[config.mk]
export PLATFORM = sky130hd
export DESIGN_NAME = pms_master
export DESIGN_NICKNAME = d
export VERILOG_FILES = /design/src/include/pms_pkg.sv /design/src/logic/pms_master.sv /design/src/logic/pms_mdc_gen.sv
export SDC_FILE = /design/constraint.sdc
export NUM_CORES = 1
export LEC_CHECK = 0
export BUFFER_PORTS_ARGS = -buffer_cell sky130_fd_sc_hd__buf_2
export CAP_MARGIN = 25
export CELL_PAD_IN_SITES_DETAIL_PLACEMENT = 0
export CELL_PAD_IN_SITES_GLOBAL_PLACEMENT = 1
export CORE_ASPECT_RATIO = 0.8
export CORE_MARGIN = 4
export CORE_UTILIZATION = 40
export CTS_CLUSTER_DIAMETER = 50
export DETAILED_ROUTE_END_ITERATION = 7
export GPL_ROUTABILITY_DRIVEN = 0
export PLACE_DENSITY_LB_ADDON = 0.1
export REMOVE_ABC_BUFFERS = 1
export SKIP_LAST_GASP = 1
export SLEW_MARGIN = 25
export SYNTH_ARGS = -nofsm -noshare
export SYNTH_HDL_FRONTEND = slang
export SYNTH_HIERARCHICAL = 1
export SYNTH_SLANG_ARGS = --single-unit
[constraint.sdc]
create_clock -name clk -period 5.3 [get_ports clk]
set_clock_uncertainty 0.05 [all_clocks]
set_input_delay 1.06 -clock clk [delete_from_list [all_inputs] [get_ports clk]]
set_output_delay 1.06 -clock clk [all_outputs]
set_load 0.005 [all_outputs]
[src/include/pms_pkg.sv]
// Operation
// - one register of one of 32 PHYs per operation
// - management clock held low while idle
// - clock at most 2.5MHz, phases at least 160ns
// - frame opens with 32 preamble ones
// - start pattern 01 follows the preamble
// - five-bit PHY address, MSB first
// - five-bit register index, MSB first
// - read turnaround: master releases both bits
// - write turnaround: master drives 10
// - sixteen data bits, bit 15 first
// - data line released between operations
// - clock divider chosen by clock range code
// - busy with write-select runs write, clears busy
// - busy alone runs read, loads data, clears busy
package pms_pkg;
    // timing
    localparam int CLK_HZ = 20_000_000;
    localparam int CLK_PERIOD_NS = 1_000_000_000 / CLK_HZ;
    localparam int MDC_MAX_HZ = 2_500_000;
    localparam int MDC_MIN_HALF_NS = 160;
    localparam int MDC_MIN_PERIOD_NS = 400;
    localparam int MIN_HALF_CYC = (MDC_MIN_HALF_NS + CLK_PERIOD_NS - 1) / CLK_PERIOD_NS;
    localparam int MIN_PERIOD_CYC = (MDC_MIN_PERIOD_NS + CLK_PERIOD_NS - 1) / CLK_PERIOD_NS;
    localparam int MIN_DIV = (CLK_HZ + MDC_MAX_HZ - 1) / MDC_MAX_HZ;
    // clock range codes and half-period counts
    localparam logic [2:0] RANGE_DIV42 = 3'h0;
    localparam logic [2:0] RANGE_DIV62 = 3'h1;
    localparam logic [2:0] RANGE_DIV16 = 3'h2;
    localparam logic [2:0] RANGE_DIV26 = 3'h3;
    localparam logic [2:0] RANGE_DIV102 = 3'h4;
    localparam logic [5:0] HALF_DIV42 = 6'h15;
    localparam logic [5:0] HALF_DIV62 = 6'h1F;
    localparam logic [5:0] HALF_DIV16 = 6'h08;
    localparam logic [5:0] HALF_DIV26 = 6'h0D;
    localparam logic [5:0] HALF_DIV102 = 6'h33;
    // register map
    localparam logic [7:0] ADR_CTRL = 8'h00;
    localparam logic [7:0] ADR_DATA = 8'h04;
    localparam logic [15:0] CTRL_RESET = 16'h0000;
    localparam logic [15:0] DATA_RESET = 16'h0000;
    // frame layout, bit positions counted from the first preamble bit
    localparam logic [5:0] IDX_START = 6'h20;
    localparam logic [5:0] IDX_OP = 6'h22;
    localparam logic [5:0] IDX_PHY = 6'h24;
    localparam logic [5:0] IDX_REG = 6'h29;
    localparam logic [5:0] IDX_TA = 6'h2E;
    localparam logic [5:0] IDX_DATA = 6'h30;
    localparam logic [5:0] IDX_LAST = 6'h3F;
    localparam logic [31:0] PREAMBLE = 32'hFFFFFFFF;
    localparam logic [1:0] START_PAT = 2'h1;
    localparam logic [1:0] OP_READ = 2'h2;
    localparam logic [1:0] OP_WRITE = 2'h1;
    localparam logic [1:0] TA_WRITE = 2'h2;

    typedef enum logic [1:0] {
        ST_IDLE = 2'b00,
        ST_RUN = 2'b01,
        ST_END = 2'b10
    } pms_state_t;

    // control register layout
    typedef struct packed {
        logic [4:0] phyAddr;
        logic [4:0] regIndexField;
        logic rsvd;
        logic [2:0] clockRangeSelect;
        logic mgmtWriteSelect;
        logic mgmtBusy;
    } pms_ctrl_t;
endpackage : pms_pkg

[src/logic/pms_master.sv]
`timescale 1ns/1ns
module pms_master
    import pms_pkg::*;
(
    input wire logic clk, // system clock, 20 MHz
    input wire logic nrst, // async reset, active low
    input wire logic wbCyc, // wishbone cycle
    input wire logic wbStb, // wishbone strobe
    input wire logic wbWe, // wishbone write enable
    input wire logic [7:0] wbAdr, // wishbone byte address
    input wire logic [3:0] wbSel, // wishbone byte selects
    input wire logic [31:0] wbDatW, // wishbone write data
    output logic [31:0] wbDatR, // wishbone read data
    output logic wbAck, // wishbone acknowledge
    output logic mdc, // management clock to the PHY
    output logic mdioOut, // data line drive value
    output logic mdioOe, // data line drive enable
    input wire logic mdioIn // data line level
);
    pms_ctrl_t ctrl_reg;
    logic [15:0] data_reg;
    logic ack_reg;
    logic [31:0] datR_reg;
    pms_state_t state_reg;
    logic [63:0] txShift_reg;
    logic [15:0] rxShift_reg;
    logic [5:0] bitIdx_reg;
    logic isWrite_reg;
    logic oe_reg;
    logic riseDly_reg;
    logic [2:0] range_reg;
    logic [4:0] phy_reg;
    logic riseTick;
    logic fallTick;
    logic mdcInt;
    logic take;
    logic [31:0] mask;
    logic [31:0] ctrlMerged;
    logic [31:0] dataMerged;
    logic [1:0] opCode;

    // one bus request is taken in the cycle before ack
    assign take = wbCyc && wbStb && !ack_reg;
    assign mask = {{8{wbSel[3]}}, {8{wbSel[2]}}, {8{wbSel[1]}}, {8{wbSel[0]}}};
    assign ctrlMerged = ({16'h0000, ctrl_reg} & ~mask) | (wbDatW & mask);
    assign dataMerged = ({16'h0000, data_reg} & ~mask) | (wbDatW & mask);

    // ack one cycle after the request, dropped the cycle after
    always_ff @(posedge clk or negedge nrst) begin
        if (!nrst) begin
            ack_reg <= 1'b0;
        end else begin
            ack_reg <= take;
        end
    end

    // read data, unmapped addresses read as zero
    always_ff @(posedge clk or negedge nrst) begin
        if (!nrst) begin
            datR_reg <= 32'h00000000;
        end else if (take && !wbWe) begin
            if (wbAdr == ADR_CTRL) begin
                datR_reg <= {16'h0000, ctrl_reg};
            end else if (wbAdr == ADR_DATA) begin
                datR_reg <= {16'h0000, data_reg};
            end else begin
                datR_reg <= 32'h00000000;
            end
        end
    end

    assign wbAck = ack_reg;
    assign wbDatR = datR_reg;

    // control register: writes ignored while busy, busy cleared at frame end
    always_ff @(posedge clk or negedge nrst) begin
        if (!nrst) begin
            ctrl_reg <= CTRL_RESET;
        end else if (state_reg == ST_END && fallTick) begin
            ctrl_reg.mgmtBusy <= 1'b0;
        end else if (take && wbWe && wbAdr == ADR_CTRL && !ctrl_reg.mgmtBusy) begin
            ctrl_reg <= ctrlMerged[15:0];
            ctrl_reg.rsvd <= 1'b0;
        end
    end

    // data register: software value for writes, PHY value after reads
    always_ff @(posedge clk or negedge nrst) begin
        if (!nrst) begin
            data_reg <= DATA_RESET;
        end else if (state_reg == ST_END && fallTick && !isWrite_reg) begin
            data_reg <= rxShift_reg;
        end else if (take && wbWe && wbAdr == ADR_DATA && !ctrl_reg.mgmtBusy) begin
            data_reg <= dataMerged[15:0];
        end
    end

    // frame sequencer
    always_ff @(posedge clk or negedge nrst) begin
        if (!nrst) begin
            state_reg <= ST_IDLE;
        end else begin
            unique case (state_reg)
                ST_IDLE: begin
                    if (ctrl_reg.mgmtBusy) begin
                        state_reg <= ST_RUN;
                    end
                end
                ST_RUN: begin
                    if (riseTick && bitIdx_reg == IDX_LAST) begin
                        state_reg <= ST_END;
                    end
                end
                ST_END: begin
                    if (fallTick) begin
                        state_reg <= ST_IDLE;
                    end
                end
                default: state_reg <= ST_IDLE;
            endcase
        end
    end

    assign opCode = ctrl_reg.mgmtWriteSelect ? OP_WRITE : OP_READ;

    // outgoing bit stream, changed one cycle after each rising edge
    always_ff @(posedge clk or negedge nrst) begin
        if (!nrst) begin
            txShift_reg <= 64'h0000000000000000;
            bitIdx_reg <= 6'h00;
            isWrite_reg <= 1'b0;
            range_reg <= RANGE_DIV42;
            phy_reg <= 5'h00;
        end else if (state_reg == ST_IDLE && ctrl_reg.mgmtBusy) begin
            txShift_reg <= {PREAMBLE, START_PAT, opCode, ctrl_reg.phyAddr,
                ctrl_reg.regIndexField, TA_WRITE,
                ctrl_reg.mgmtWriteSelect ? data_reg : 16'h0000};
            bitIdx_reg <= 6'h00;
            isWrite_reg <= ctrl_reg.mgmtWriteSelect;
            range_reg <= ctrl_reg.clockRangeSelect;
            phy_reg <= ctrl_reg.phyAddr;
        end else if (state_reg == ST_RUN && riseDly_reg) begin
            txShift_reg <= {txShift_reg[62:0], 1'b1};
            bitIdx_reg <= bitIdx_reg + 6'h01;
        end
    end

    // drive enable: released on read turnaround and data, and when idle
    always_ff @(posedge clk or negedge nrst) begin
        if (!nrst) begin
            oe_reg <= 1'b0;
        end else if (state_reg == ST_IDLE && ctrl_reg.mgmtBusy) begin
            oe_reg <= 1'b1;
        end else if (state_reg == ST_RUN && riseDly_reg) begin
            oe_reg <= isWrite_reg || (bitIdx_reg + 6'h01 < IDX_TA);
        end else if (state_reg == ST_END && fallTick) begin
            oe_reg <= 1'b0;
        end
    end

    // rising edge marker delayed one cycle for the output change
    always_ff @(posedge clk or negedge nrst) begin
        if (!nrst) begin
            riseDly_reg <= 1'b0;
        end else begin
            riseDly_reg <= riseTick && state_reg == ST_RUN;
        end
    end

    // read data sampled at the rising edge of each data bit
    always_ff @(posedge clk or negedge nrst) begin
        if (!nrst) begin
            rxShift_reg <= 16'h0000;
        end else if (state_reg == ST_RUN && riseTick && bitIdx_reg >= IDX_DATA) begin
            rxShift_reg <= {rxShift_reg[14:0], mdioIn};
        end
    end

    assign mdioOut = txShift_reg[63];
    assign mdioOe = oe_reg;
    assign mdc = mdcInt;

    pms_mdc_gen pms_mdc_gen_inst (
        .clk(clk),
        .nrst(nrst),
        .run(state_reg != ST_IDLE),
        .rangeSel(range_reg),
        .mdc(mdcInt),
        .riseTick(riseTick),
        .fallTick(fallTick)
    );

    a_idle_clock_low: assert property (@(posedge clk) disable iff (!nrst)
        (state_reg == ST_IDLE) |-> !mdcInt)
        else $error("mdc not low while idle");
    a_idle_line_free: assert property (@(posedge clk) disable iff (!nrst)
        (state_reg == ST_IDLE) |-> !mdioOe)
        else $error("data line driven while idle");
    a_preamble_ones: assert property (@(posedge clk) disable iff (!nrst)
        (state_reg == ST_RUN && bitIdx_reg < IDX_START) |-> (mdioOe && mdioOut))
        else $error("preamble bit not one");
    a_start_bits: assert property (@(posedge clk) disable iff (!nrst)
        (state_reg == ST_RUN && bitIdx_reg == IDX_START) |-> (mdioOe && !mdioOut))
        else $error("start pattern first bit not zero");
    a_opcode_bit: assert property (@(posedge clk) disable iff (!nrst)
        (state_reg == ST_RUN && bitIdx_reg == IDX_OP) |-> (mdioOut == !isWrite_reg))
        else $error("opcode first bit wrong");
    a_phy_msb: assert property (@(posedge clk) disable iff (!nrst)
        (state_reg == ST_RUN && bitIdx_reg == IDX_PHY) |-> (mdioOut == phy_reg[4]))
        else $error("phy address msb not first");
    a_read_ta_free: assert property (@(posedge clk) disable iff (!nrst)
        (state_reg == ST_RUN && !isWrite_reg && bitIdx_reg >= IDX_TA) |-> !mdioOe)
        else $error("line driven in read turnaround or data");
    a_write_ta_bits: assert property (@(posedge clk) disable iff (!nrst)
        (state_reg == ST_RUN && isWrite_reg && bitIdx_reg == IDX_TA && riseDly_reg)
        |-> (mdioOe && mdioOut) ##1 (mdioOe && !mdioOut))
        else $error("write turnaround not driven as 10");
    a_busy_clears: assert property (@(posedge clk) disable iff (!nrst)
        (state_reg == ST_END && fallTick) |=> (!ctrl_reg.mgmtBusy && state_reg == ST_IDLE))
        else $error("busy not cleared at frame end");
    a_read_loads: assert property (@(posedge clk) disable iff (!nrst)
        (state_reg == ST_END && fallTick && !isWrite_reg) |=> (data_reg == $past(rxShift_reg)))
        else $error("read data not loaded");
    a_change_after_rise: assert property (@(posedge clk) disable iff (!nrst)
        (state_reg == ST_RUN && $changed(mdioOut)) |-> $past(riseTick, 2) || $past(state_reg) == ST_IDLE)
        else $error("data changed away from a rising edge");

    c_write_frame: cover property (@(posedge clk) disable iff (!nrst)
        state_reg == ST_END && fallTick && isWrite_reg);
    c_read_frame: cover property (@(posedge clk) disable iff (!nrst)
        state_reg == ST_END && fallTick && !isWrite_reg);
    c_write_while_busy: cover property (@(posedge clk) disable iff (!nrst)
        take && wbWe && ctrl_reg.mgmtBusy);
    c_unmapped_read: cover property (@(posedge clk) disable iff (!nrst)
        take && !wbWe && wbAdr != ADR_CTRL && wbAdr != ADR_DATA);
endmodule : pms_master

[src/logic/pms_mdc_gen.sv]
`timescale 1ns/1ns
module pms_mdc_gen
    import pms_pkg::*;
(
    input wire logic clk, // system clock
    input wire logic nrst, // async reset, active low
    input wire logic run, // frame in progress
    input wire logic [2:0] rangeSel, // clock range code
    output logic mdc, // management clock
    output logic riseTick, // mdc rises at this edge
    output logic fallTick // mdc falls at this edge
);
    logic [5:0] half;
    logic [5:0] cnt_reg;
    logic mdc_reg;
    logic [6:0] hiLen_reg;

    // half period per range code, reserved codes take the slowest
    always_comb begin
        unique case (rangeSel)
            RANGE_DIV42: half = HALF_DIV42;
            RANGE_DIV62: half = HALF_DIV62;
            RANGE_DIV16: half = HALF_DIV16;
            RANGE_DIV26: half = HALF_DIV26;
            RANGE_DIV102: half = HALF_DIV102;
            default: half = HALF_DIV102;
        endcase
    end

    // phase counter, parked at zero while idle
    always_ff @(posedge clk or negedge nrst) begin
        if (!nrst) begin
            cnt_reg <= 6'h00;
        end else if (!run || cnt_reg == half - 6'h01) begin
            cnt_reg <= 6'h00;
        end else begin
            cnt_reg <= cnt_reg + 6'h01;
        end
    end

    // clock level, low whenever no frame runs
    always_ff @(posedge clk or negedge nrst) begin
        if (!nrst) begin
            mdc_reg <= 1'b0;
        end else if (!run) begin
            mdc_reg <= 1'b0;
        end else if (cnt_reg == half - 6'h01) begin
            mdc_reg <= ~mdc_reg;
        end
    end

    assign mdc = mdc_reg;
    assign riseTick = run && cnt_reg == half - 6'h01 && !mdc_reg;
    assign fallTick = run && cnt_reg == half - 6'h01 && mdc_reg;

    // high phase length, checked against the divider
    always_ff @(posedge clk or negedge nrst) begin
        if (!nrst) begin
            hiLen_reg <= 7'h00;
        end else if (!mdc_reg) begin
            hiLen_reg <= 7'h00;
        end else begin
            hiLen_reg <= hiLen_reg + 7'h01;
        end
    end

    a_high_phase_min: assert property (@(posedge clk) disable iff (!nrst)
        $rose(mdc_reg) |-> mdc_reg [*4])
        else $error("mdc high phase too short");
    a_low_phase_min: assert property (@(posedge clk) disable iff (!nrst)
        $fell(mdc_reg) |-> !mdc_reg [*4])
        else $error("mdc low phase too short");
    a_div_exact: assert property (@(posedge clk) disable iff (!nrst)
        ($fell(mdc_reg) && $past(run) && run) |-> hiLen_reg == {1'b0, half})
        else $error("mdc high phase does not match range code");
endmodule : pms_mdc_gen

# Word-level counts from Yosys, hierarchy flattened
# Cells that the tools add are included.
# classes
n_addsub	3
multipliers	0
div	0
order_cmp	2
eq_ne	12
shifts	0
muxes	23
bitwise_logic	8
n_reduce_logical	36
# ops
op	n
$mux W64	2
$mux W16	5
$and A16 B16 Y16	3
$or A16 B16 Y16	2
$pmux W6 S4	1
$logic_and A1 B1 Y1	18
$mux W6	3
$not A16 Y16	1
$add A6 B1 Y6 const B	2
$eq A8 B3 Y1 const B	1
$logic_not A8 Y1	1
$mux W2	4
$ne A2 B2 Y1 const B	4
$reduce_bool A2 Y1	4
$mux W1	7
$eq A3 B2 Y1 const B	2
$eq A6 B6 Y1	1
$eq A6 B6 Y1 const B	1
$ge A6 B6 Y1 const B	1
$logic_not A1 Y1	6
$lt A6 B6 Y1 const B	1
$pmux W2 S3	1
$sub A6 B1 Y6 const B	1
$eq A3 B1 Y1 const B	1
other kinds (9)	11
# totals
ff_bits	165
latchBits	0
ram_bits	0
rom_bits	0
inputBits	50
out_inout_bits	36
wordCells	102
mem_count	0

# Logic depth before layout (Yosys ltp)
# Gate-level depths: netlist of run 1.
# depth
depth_word	10
ltp_mapped	14
depth_no_buf	12

# Cells and area by module
# Netlist of run 1, hierarchy kept.
# by_module_without_submodules
mod	instances	cells_per_inst	area_each_um2	seq_area_each_um2
pms_master	1	555	6115.9	3553.4
pms_mdc_gen	1	55	508.0	175.2

# Worst setup path before layout of run 1
# OpenSTA, ideal clock, no wires.
# synth_timing
kind	reg2reg
from	register range_reg[2]
to	register (tool-made name)
setup_ps	125
t_arrival_ps	2980
required_time_ps	5125
path_slack_ps	2145
stages_incl_launch_ff	14
path_buffers	2
period_less_slack_ps	3155
path_cell_list	dfrtp_1 > buf_2 > nand2b_1 > nor2_1 > ha_1 > xnor2_1 > a21oi_1 > nand3b_2 > nor3_2 > and3_1 > nor4bb_1 > clkbuf_1 > o21ai_0 > mux2_2
# synth_rtl
element	line	rtl
start: declaration	pms_master.sv:31	logic [2:0] range_reg;
start signal: assignment	pms_master.sv:140	range_reg <= ctrl_reg.clockRangeSelect;

==> results of run 1 <==
-- cell usage after synthesis, drive strengths merged (18+ instances only) --
| cell type | number | area [um^2] |
|---|---|---|
| o21ai | 26 | 130 |
| a22oi | 18 | 135 |
| o22a | 32 | 280 |
| buf | 27 | 168 |
| nand2 | 91 | 342 |
| a21oi | 34 | 170 |
| nor2 | 52 | 195 |
| clkbuf | 27 | 101 |
| mux2 | 46 | 518 |
| dfrtp | 149 | 3730 |
| a31oi | 18 | 113 |
-- per-stage QoR --
step | total power, mW | hold WS, ns | setup WS [ns] | util | std cells
after floorplan | 1.40 | 0.389 | 0.641 | - | 571
after global placement | 1.49 | 0.406 | 1.67 | 0.439 | 845
after detailed placement | 1.50 | 0.420 | 1.52 | 0.439 | 845
after CTS | 2.71 | 0.433 | 1.50 | 0.475 | 875
after global routing | 2.80 | 0.454 | 1.31 | 0.475 | 875
final | 2.67 | 0.431 | 1.53 | 0.475 | 875
-- power groups by stage --
stage,Combinational [mW],Clock [mW],Sequential [mW]
finish,0.188,1.20,1.29
global route,0.219,1.28,1.30
CTS,0.194,1.23,1.29
detailed placement,0.193,0,1.31
global placement,0.187,0,1.30
floorplan,0.103,0,1.30
-- critical path, cell delays in order, from the launching register on --
cell	delay [ns]
dfrtp_1	0.50
inv_1	0.16
o21a_1	0.14
ha_1	0.23
xnor2_1	0.26
a21oi_1	0.06
nand3b_2	0.25
nor3_2	0.27
and3_1	0.26
and3b_1	0.35
inv_1	0.18
o22ai_2	0.52
mux2_2	0.41
-- area by class of cell --
type                       count  area (um^2)
inverter                       7         26.3
multi-input combinational    415         2680
tap                          215          269
timing repair buffer          59          322
clock buffer                  21          450
clock inverter                 9          130
fill                        1462         8400
sequential                   149         3730
-- worst min-delay path by stage --
stage,from,endpoint,slack [ns],cells past startpoint
3_3_place_gp,txShift_reg[9],txShift_reg[10],0.41,2
3_5_place_dp,txShift_reg[14],txShift_reg[15],0.42,2
5_1_grt,txShift_reg[37],txShift_reg[37],0.45,1
6_report,txShift_reg[9],txShift_reg[10],0.43,2
2_1_floorplan,txShift_reg[9],txShift_reg[10],0.39,2
4_1_cts,txShift_reg[9],txShift_reg[10],0.43,2
-- cells by family (layout without fill, tap and decap cells) --
family / after synthesis / in the layout / synth area share
AND/OR/NAND/NOR: 189 / 189 / 0.138
AO/OA/AOI/OAI: 151 / 151 / 0.157
flip-flops: 149 / 149 / 0.563
buffers and inverters: 61 / 96 / 0.0446
multiplexers: 47 / 47 / 0.0797
XOR/XNOR: 8 / 8 / 0.0106
adder cells (fa/ha/maj): 4 / 4 / 0.00718
other: 1 / 16 / 0.000566
-- per-layer routing --
| metal | up-vias | global-route usage | part of all wire |
|---|---|---|---|
| met1 | 2304 | 0.240 | 0.49 |
| met2 | 100 | 0.248 | 0.45 |
| met5 | - | 0 | 0 |
| li1 | 2201 | - | - |
| met3 | 5 | 0.0441 | 0.049 |
| met4 | 0 | 0.0382 | 0.0031 |
-- placed cells by master, fill, tap and decap left out, types with 4 or more instances in the layout --
cell type,count
dfrtp_1,149
o21ai_0,26
a22oi_1,18
clkbuf_16,17
and3b_1,5
mux2_2,46
buf_2,50
inv_1,7
o22ai_1,9
a21oi_1,34
o22a_1,32
xnor2_1,5
and3_1,4
nand2b_1,7
nand2_1,90
conb_1,16
a31oi_1,18
nor2_1,52
buf_4,8
nand3_1,11
==> results.yml, run 1 <==
final_layout:
  fin_nets: 702
  diodes: 0
  syn2layout_area_growth_pct: 14.8
  fin_area_um2: 7600
  drive_gt1_frac: 0.229
timing:
  rsz0062_at_grt: "no"
  fin_tns_setup_ns: 0
  report.final.slew_viol_count: 0
  setup_viol: 0
  tightestPinTransition_ns: 0.870
  hold_viol: 0
  min_period_ns: 3.77
  period_share: 0.712
  relSlewSlack: 0.418
  fmax_mhz: 265
power_and_ir_drop:
  vdd_drop_max_v: 0.000269
  power_frac_clock: 0.448
  power_frac_seq: 0.482
  p_int_mw: 2.07
  p_leak_nw: 3.47
  combPwrFrac: 0.070
  p_sw_frac: 0.226
  power.density_nw_per_um2: 351
  p_sw_mw: 0.604
floorplan:
  die_w_um: 152
  fp.coreArea_um2: 16000
  die_area_um2: 18700
  start_util: 0.414
  rows: 41
  ioPinCount: 86
  fp.dieH_um: 123
worst_setup_path:
  rrSetupSlack_ns: 1.53
  criticalPathCategory: "reg -> reg"
  cp.required_ns: 5.55
  r2r_cells: 12
  crit_path_end_kind: "flip-flop"
  worstPathArrival_ns: 4.02
  r2r-start: "range_reg[2]"
  worst-path-max-fanout: 9
  cp-startpoint: "range_reg[2]"
  startpoint_type: "flip-flop"
cts:
  htreeDepth: 4
  cts_resized: 0
  clk_pin_slew_ns: 0.06
  ctsHoldBuffers: 0
  cts_setup_buffers: 0
  cts-root-buf: "clkbuf_16"
  cts_num_sinks: 149
  cts_tree: "built"
  max-clock-path-buffers: 2
  clkLatencyLatePin_ns: 0.41
  cts_made_buffers: 17
status:
  outcome: "complete, no violations"
yosys:
  synthArstFlopShare: 1.00
  yosysWarnings: 6
  avgSynthCellArea_um2: 10.9
  yosysSeqAreaShare: 0.563
  ys_types: 51
  ys_ff_latch: 149
  synth-edff-count: 0
  netlist_area_um2: 6620
  yosys_most_used_dff: "dfrtp_1"
  syn_inst: 610
global_route:
  grt_max_degree: 67
  antenna_found_initial: 0
  grt_usage: 0.165
  first_global_vias: 4735
  grt_pass1_wl_um: 24600
  gr-total-overflow: 0
job:
  max_cap_violations: 0
placement:
  dpl_cell_area_um2: 7020
  hpwl_um: 9480
  port_buffers: 51
route:
  post-route-drc-count: 0
  postRouteAntennaNets: 0
  vias: 4610
  drt-total-wl_um: 14800
  via_per_inst: 5.27
  initialDrtViolationCount: 224
  wl_per_cell_um: 16.9
  detail_route.first_pass.iterations: 4
hold_path:
  worst_hold_path_type: "reg -> reg"
(Power assumes the default switching activity.)
==> run 2: changes to the inputs <==
ABC_AREA = 1   (was default)
CORE_UTILIZATION = 39   (was 40)
clock period = 3.37 ns   (was 5.3 ns; I/O delays follow)
==> results.yml, run 2 <==
yosys:
  synth_top_family_by_area: "simple AND/OR/NAND/NOR gates"
  yosys.area_share.simple: 0.248
  netlist_area_um2: 6810
  ys_types: 36
  synth_compound_area_frac: 0.107
  yosysWarnings: 6
  ys_ff_latch: 149
  synth_top_area_cell: "dfrtp_1"
  synthTopCellsByCount: "nand2_1, dfrtp_1, inv_1, nor2_1, nand3_1"
  synth.area.mux_share: 0.00147
  synth_xor_xnor_area_share: 0.00771
  synth-edff-count: 0
  synth_fa_ha_area_frac: 0.00551
  synth.most_common_cell: "nand2_1"
  avgSynthCellArea_um2: 8.60
  yosys_most_used_dff: "dfrtp_1"
  synthArstFlopShare: 1.00
  yosys-top-cells-area: "dfrtp_1, nand2_1, nand3_1, inv_1, nor2_1"
  syn_inst: 792
  yosysSeqAreaShare: 0.547
  yosysTopAreaCellShare: 0.547
route:
  wl_per_cell_um: 15.5
  initialDrtViolationCount: 329
  postRouteAntennaNets: 0
  post-route-drc-count: 0
  via_per_inst: 5.04
  vias: 5416
  detail_route.first_pass.iterations: 5
  drt-total-wl_um: 16700
floorplan:
  rows: 42
  fp.dieH_um: 126
  ioPinCount: 86
  die_w_um: 156
  die_area_um2: 19700
  start_util: 0.405
  fp.coreArea_um2: 16800
power_and_ir_drop:
  p_int_mw: 3.23
  p_sw_mw: 1.01
  power.density_nw_per_um2: 542
  power_frac_seq: 0.466
  p_sw_frac: 0.239
  p_leak_nw: 3.95
  combPwrFrac: 0.081
  power_frac_clock: 0.453
  vdd_drop_max_v: 0.000386
timing:
  min_period_ns: 2.88
  relSlewSlack: 0.514
  rsz0062_at_grt: "no"
  hold_viol: 0
  setup_viol: 0
  fmax_mhz: 348
  period_share: 0.853
  fin_tns_setup_ns: 0
  report.final.slew_viol_count: 0
  tightestPinTransition_ns: 0.729
cts:
  cts_made_buffers: 17
  cts_resized: 0
  cts_num_sinks: 149
  max-clock-path-buffers: 2
  clk_pin_slew_ns: 0.06
  cts_setup_buffers: 0
  cts_tree: "built"
  clkLatencyLatePin_ns: 0.42
  htreeDepth: 4
  cts-root-buf: "clkbuf_16"
  ctsHoldBuffers: 0
job:
  max_cap_violations: 0
worst_setup_path:
  worst-path-max-fanout: 18
  startpoint_type: "flip-flop"
  critPathMostFrequentCell: "inv_1"
  worstPathArrival_ns: 3.10
  cpMaxStageDelayCell: "dfrtp_1"
  cp.required_ns: 3.60
  criticalPathCategory: "reg -> reg"
  crit_path_end_kind: "flip-flop"
  crit_chain: "inv_2, nand3_1, inv_1, ha_1, xor2_1, nand3_1, nor2_2, nand4_1, inv_1, inv_1, nor3_4, nand2_1, nor2_1, a21oi_1"
  critPathMaxStageDelay_ns: 0.47
final_layout:
  fin_util: 0.466
  nFillCells: 1666
  final_cells: 1074
  final_cell_mix: "nand2_1, dfrtp_1, inv_1"
  regArea_um2: 3730
  drive_gt1_frac: 0.152
  final_common_cell: "nand2_1"
  syn2layout_area_growth_pct: 15.0
  diodes: 0
  multi_input_area_um2: 2580
  fin_nets: 896
global_route:
  antenna_found_initial: 0
  grt_pass1_wl_um: 27800
  use_met3: 0.0418
  gr-total-overflow: 0
  grt_max_degree: 76
  grtUsageMet1: 0.246
  grt-busiest-layer: "met2"
  first_global_vias: 5382
  grt_usage: 0.178
  use_met2: 0.277
placement:
  hpwl_um: 11000
  port_buffers: 51
  dp_cells: 1044
status:
  outcome: "complete, no violations"
hold_path:
  worst_hold_path_type: "in -> async"
## run 2: cell types whose count changed in the layout (fill, tap and decap cells not counted), moves of 32 or more
cell     before  now
inv_1         7   68
nand2_1      90  235
mux2_2       46    0
nand3_1      11   56
o22a_1       32    0
## run 2: power groups by stage
stage               Clock [mW]  Sequential, mW  Combinational (mW)
floorplan                    0            2.00               0.191
global placement             0            2.01               0.338
detailed placement           0            2.01               0.348
CTS                       1.97            1.98               0.349
global route              2.05            1.99               0.395
finish                    1.92            1.98               0.342
## run 2: path summary, 6_finish.rpt
path | slack, ns | to | startpoint | depth (start not counted)
max | 0.49 | rxShift_reg[14] | range_reg[2] | 14
min | 0.23 | rxShift_reg[5] | nrst | 1
max reg2reg | 0.49 | rxShift_reg[14] | range_reg[2] | 14
min reg2reg | 0.43 | txShift_reg[63] | txShift_reg[63] | 2
max in group asynchronous | 2.22 | txShift_reg[2] | nrst | 2
min in group clk | 0.42 | flip-flop | wbDatW[8] | 3
## run 2: kinds of logic (layout without fill, tap and decap cells)
| family | count (synthesis) | after routing |
|---|---|---|
| adder cells (fa/ha/maj) | 3 | 3 |
| AO/OA/AOI/OAI | 124 | 124 |
| buffers and inverters | 122 | 169 |
| XOR/XNOR | 6 | 6 |
| flip-flops | 149 | 149 |
| multiplexers | 1 | 1 |
| other | 1 | 16 |
| AND/OR/NAND/NOR | 386 | 386 |
## run 2: critical path, delay by kind of cell (launching register included)
kind                       cells  cell delay, ns
AOI/OAI and AO/OA              1            0.06
adders and majority gates      1            0.28
buffers and inverters          4            0.33
and+or+nand+nor                7            1.36
DFF                            1            0.47
xor gates and xnor gates       1            0.20
## run 2: area by class of cell
type	instances	area share
clock inverters	12	0.0201
repair buffers	63	0.0465
inverters	76	0.0364
multi-input cells	536	0.330
flip-flops and latches	149	0.476
clock buffers	18	0.0561
well taps	220	0.0351
## run 2: per-stage QoR
stage	hold slack, ns	worst slack (ns)	instance area, um^2	total power, mW
4_1_cts	0.260	0.486	7830	4.30
3_3_place_gp	0.415	0.524	7240	2.35
3_5_place_dp	0.420	0.509	7240	2.36
5_1_grt	0.269	0.248	7830	4.44
2_1_floorplan	0.328	0.724	6600	2.19
6_report	0.233	0.494	7830	4.24
## run 2: layer usage
metal  vias to the layer above  wire [um]
li1                       2636          -
met1                      2640       8140
met2                       123       7580
met3                        17        713
met4                         0        226
met5                         -          0
==> run 3: changes to the inputs <==
CORE_UTILIZATION = 40   (was 39)
CTS_BUF_LIST = sky130_fd_sc_hd__clkbuf_16   (was default)
clock period = 3.6 ns   (was 3.37 ns; I/O delays follow)
==> results.yml, run 3 (synthesis results as in run 2) <==
global_route:
  grtUsageMet1: 0.254
  first_global_vias: 5292
  grt_usage: 0.177
  grt_max_degree: 69
  antenna_found_initial: 0
  grt-busiest-layer: "met2"
  grt_pass1_wl_um: 27300
  use_met3: 0.0382
  use_met2: 0.270
  gr-total-overflow: 0
timing:
  timing.final.ws_setup_ns: 0.734
  rsz0062_at_grt: "no"
  fin_tns_setup_ns: 0
  min_period_ns: 2.87
  relSlewSlack: 0.499
  report.final.slew_viol_count: 0
  hold_viol: 0
  setup_viol: 0
  fmax_mhz: 349
  tightestPinTransition_ns: 0.750
  period_share: 0.796
worst_setup_path:
  crit_path_end_kind: "flip-flop"
  worstPathArrival_ns: 3.18
  worst-path-max-fanout: 32
  criticalPathCategory: "reg -> reg"
  startpoint_type: "flip-flop"
  cp.required_ns: 3.91
placement:
  port_buffers: 51
  dpl_worst_slack_ns: 0.744
  hpwl_um: 10900
floorplan:
  fp.dieH_um: 125
  die_w_um: 154
  rows: 42
  fp.coreArea_um2: 16600
  ioPinCount: 86
  die_area_um2: 19200
  start_util: 0.410
final_layout:
  diodes: 0
  final_common_cell: "nand2_1"
  fin_nets: 894
  syn2layout_area_growth_pct: 14.5
  drive_gt1_frac: 0.148
  final_cell_mix: "nand2_1, dfrtp_1, inv_1"
route:
  post-route-drc-count: 0
  vias: 5346
  postRouteAntennaNets: 0
  via_per_inst: 4.98
  wl_per_cell_um: 15.2
  drt-total-wl_um: 16300
  detail_route.first_pass.iterations: 5
  initialDrtViolationCount: 308
power_and_ir_drop:
  power.density_nw_per_um2: 507
  vdd_drop_max_v: 0.000323
  p_leak_nw: 3.95
cts:
  cts_made_buffers: 17
  cts_tree: "built"
  max-clock-path-buffers: 2
  clk_pin_slew_ns: 0.06
  cts_resized: 0
  cts_num_sinks: 149
  htreeDepth: 4
  ctsHoldBuffers: 0
  cts-root-buf: "clkbuf_16"
  cts_setup_buffers: 0
  clkLatencyLatePin_ns: 0.42
job:
  max_cap_violations: 0
hold_path:
  worst_hold_path_type: "in -> async"
status:
  outcome: "complete, no violations"
==> run 3: cell types whose count changed in the layout (fill, tap and decap cells not counted) <==
cell / change
inv_1: +2
clkinvlp_4: -2
clkinv_1: +2
buf_12: -1
clkbuf_8: -1
buf_4: -1
clkinv_4: +1
==> run 3: layer usage <==
metal,share of wire,vias to the layer above,wire length (um)
met3,0.040,24,652
met2,0.46,114,7460
li1,-,2642,-
met5,0,-,0
met1,0.49,2566,7940
met4,0.014,0,235
==> run 3: worst paths after layout <==
path                                 start              end  slack (ns)  cells after the start
min in group clk           txShift_reg[63]  txShift_reg[63]        0.43                      2
min                                   nrst   rxShift_reg[4]        0.24                      1
max                           range_reg[2]        flip-flop        0.73                     16
max in group asynchronous             nrst        async pin        2.41                      2
max reg2reg                   range_reg[2]        flip-flop        0.73                     16
min reg2reg                txShift_reg[63]  txShift_reg[63]        0.43                      2
==> run 3: area by class of cell <==
type | count | area, um^2
Multi-Input combinational cell | 536 | 2580
Tap cell | 220 | 275
Clock buffer | 17 | 425
Timing Repair Buffer | 61 | 337
Sequential cell | 149 | 3730
Inverter | 76 | 285
Clock inverter | 15 | 166
Fill cell | 1665 | 8800
==> run 3: through the flow <==
stage | power [mW] | instances | instance area [um^2] | util | hold slack, ns
6_report | 3.95 | 1074 | 7800 | 0.470 | 0.244
5_1_grt | 4.13 | 1074 | 7800 | 0.470 | 0.277
4_1_cts | 4.00 | 1074 | 7800 | 0.470 | 0.263
3_5_place_dp | 2.20 | 1042 | 7210 | 0.434 | 0.417
3_3_place_gp | 2.19 | 1042 | 7210 | 0.434 | 0.415
2_1_floorplan | 2.05 | 761 | 6600 | - | 0.374
==> run 3: critical path, stage by stage (launching register included) <==
cell and delay [ns]:
dfrtp_1 0.47, inv_2 0.11, nand3_1 0.10, inv_1 0.05
ha_1 0.28, xor2_1 0.21, nand3_1 0.12, nor2_2 0.14
nand3_1 0.08, nor2_1 0.23, nand2_2 0.20, nor2_4 0.14
buf_4 0.31, nand2_1 0.10, o21ai_0 0.09, nand2_1 0.08
nand2_1 0.06
==> run 3: where the power goes <==
group          internal, mW  total, mW  switching (mW)  leakage (nW)
clock                  1.08       1.79           0.708         0.283
combinational         0.124      0.316           0.192          1.73
sequential             1.80       1.85          0.0543          1.94
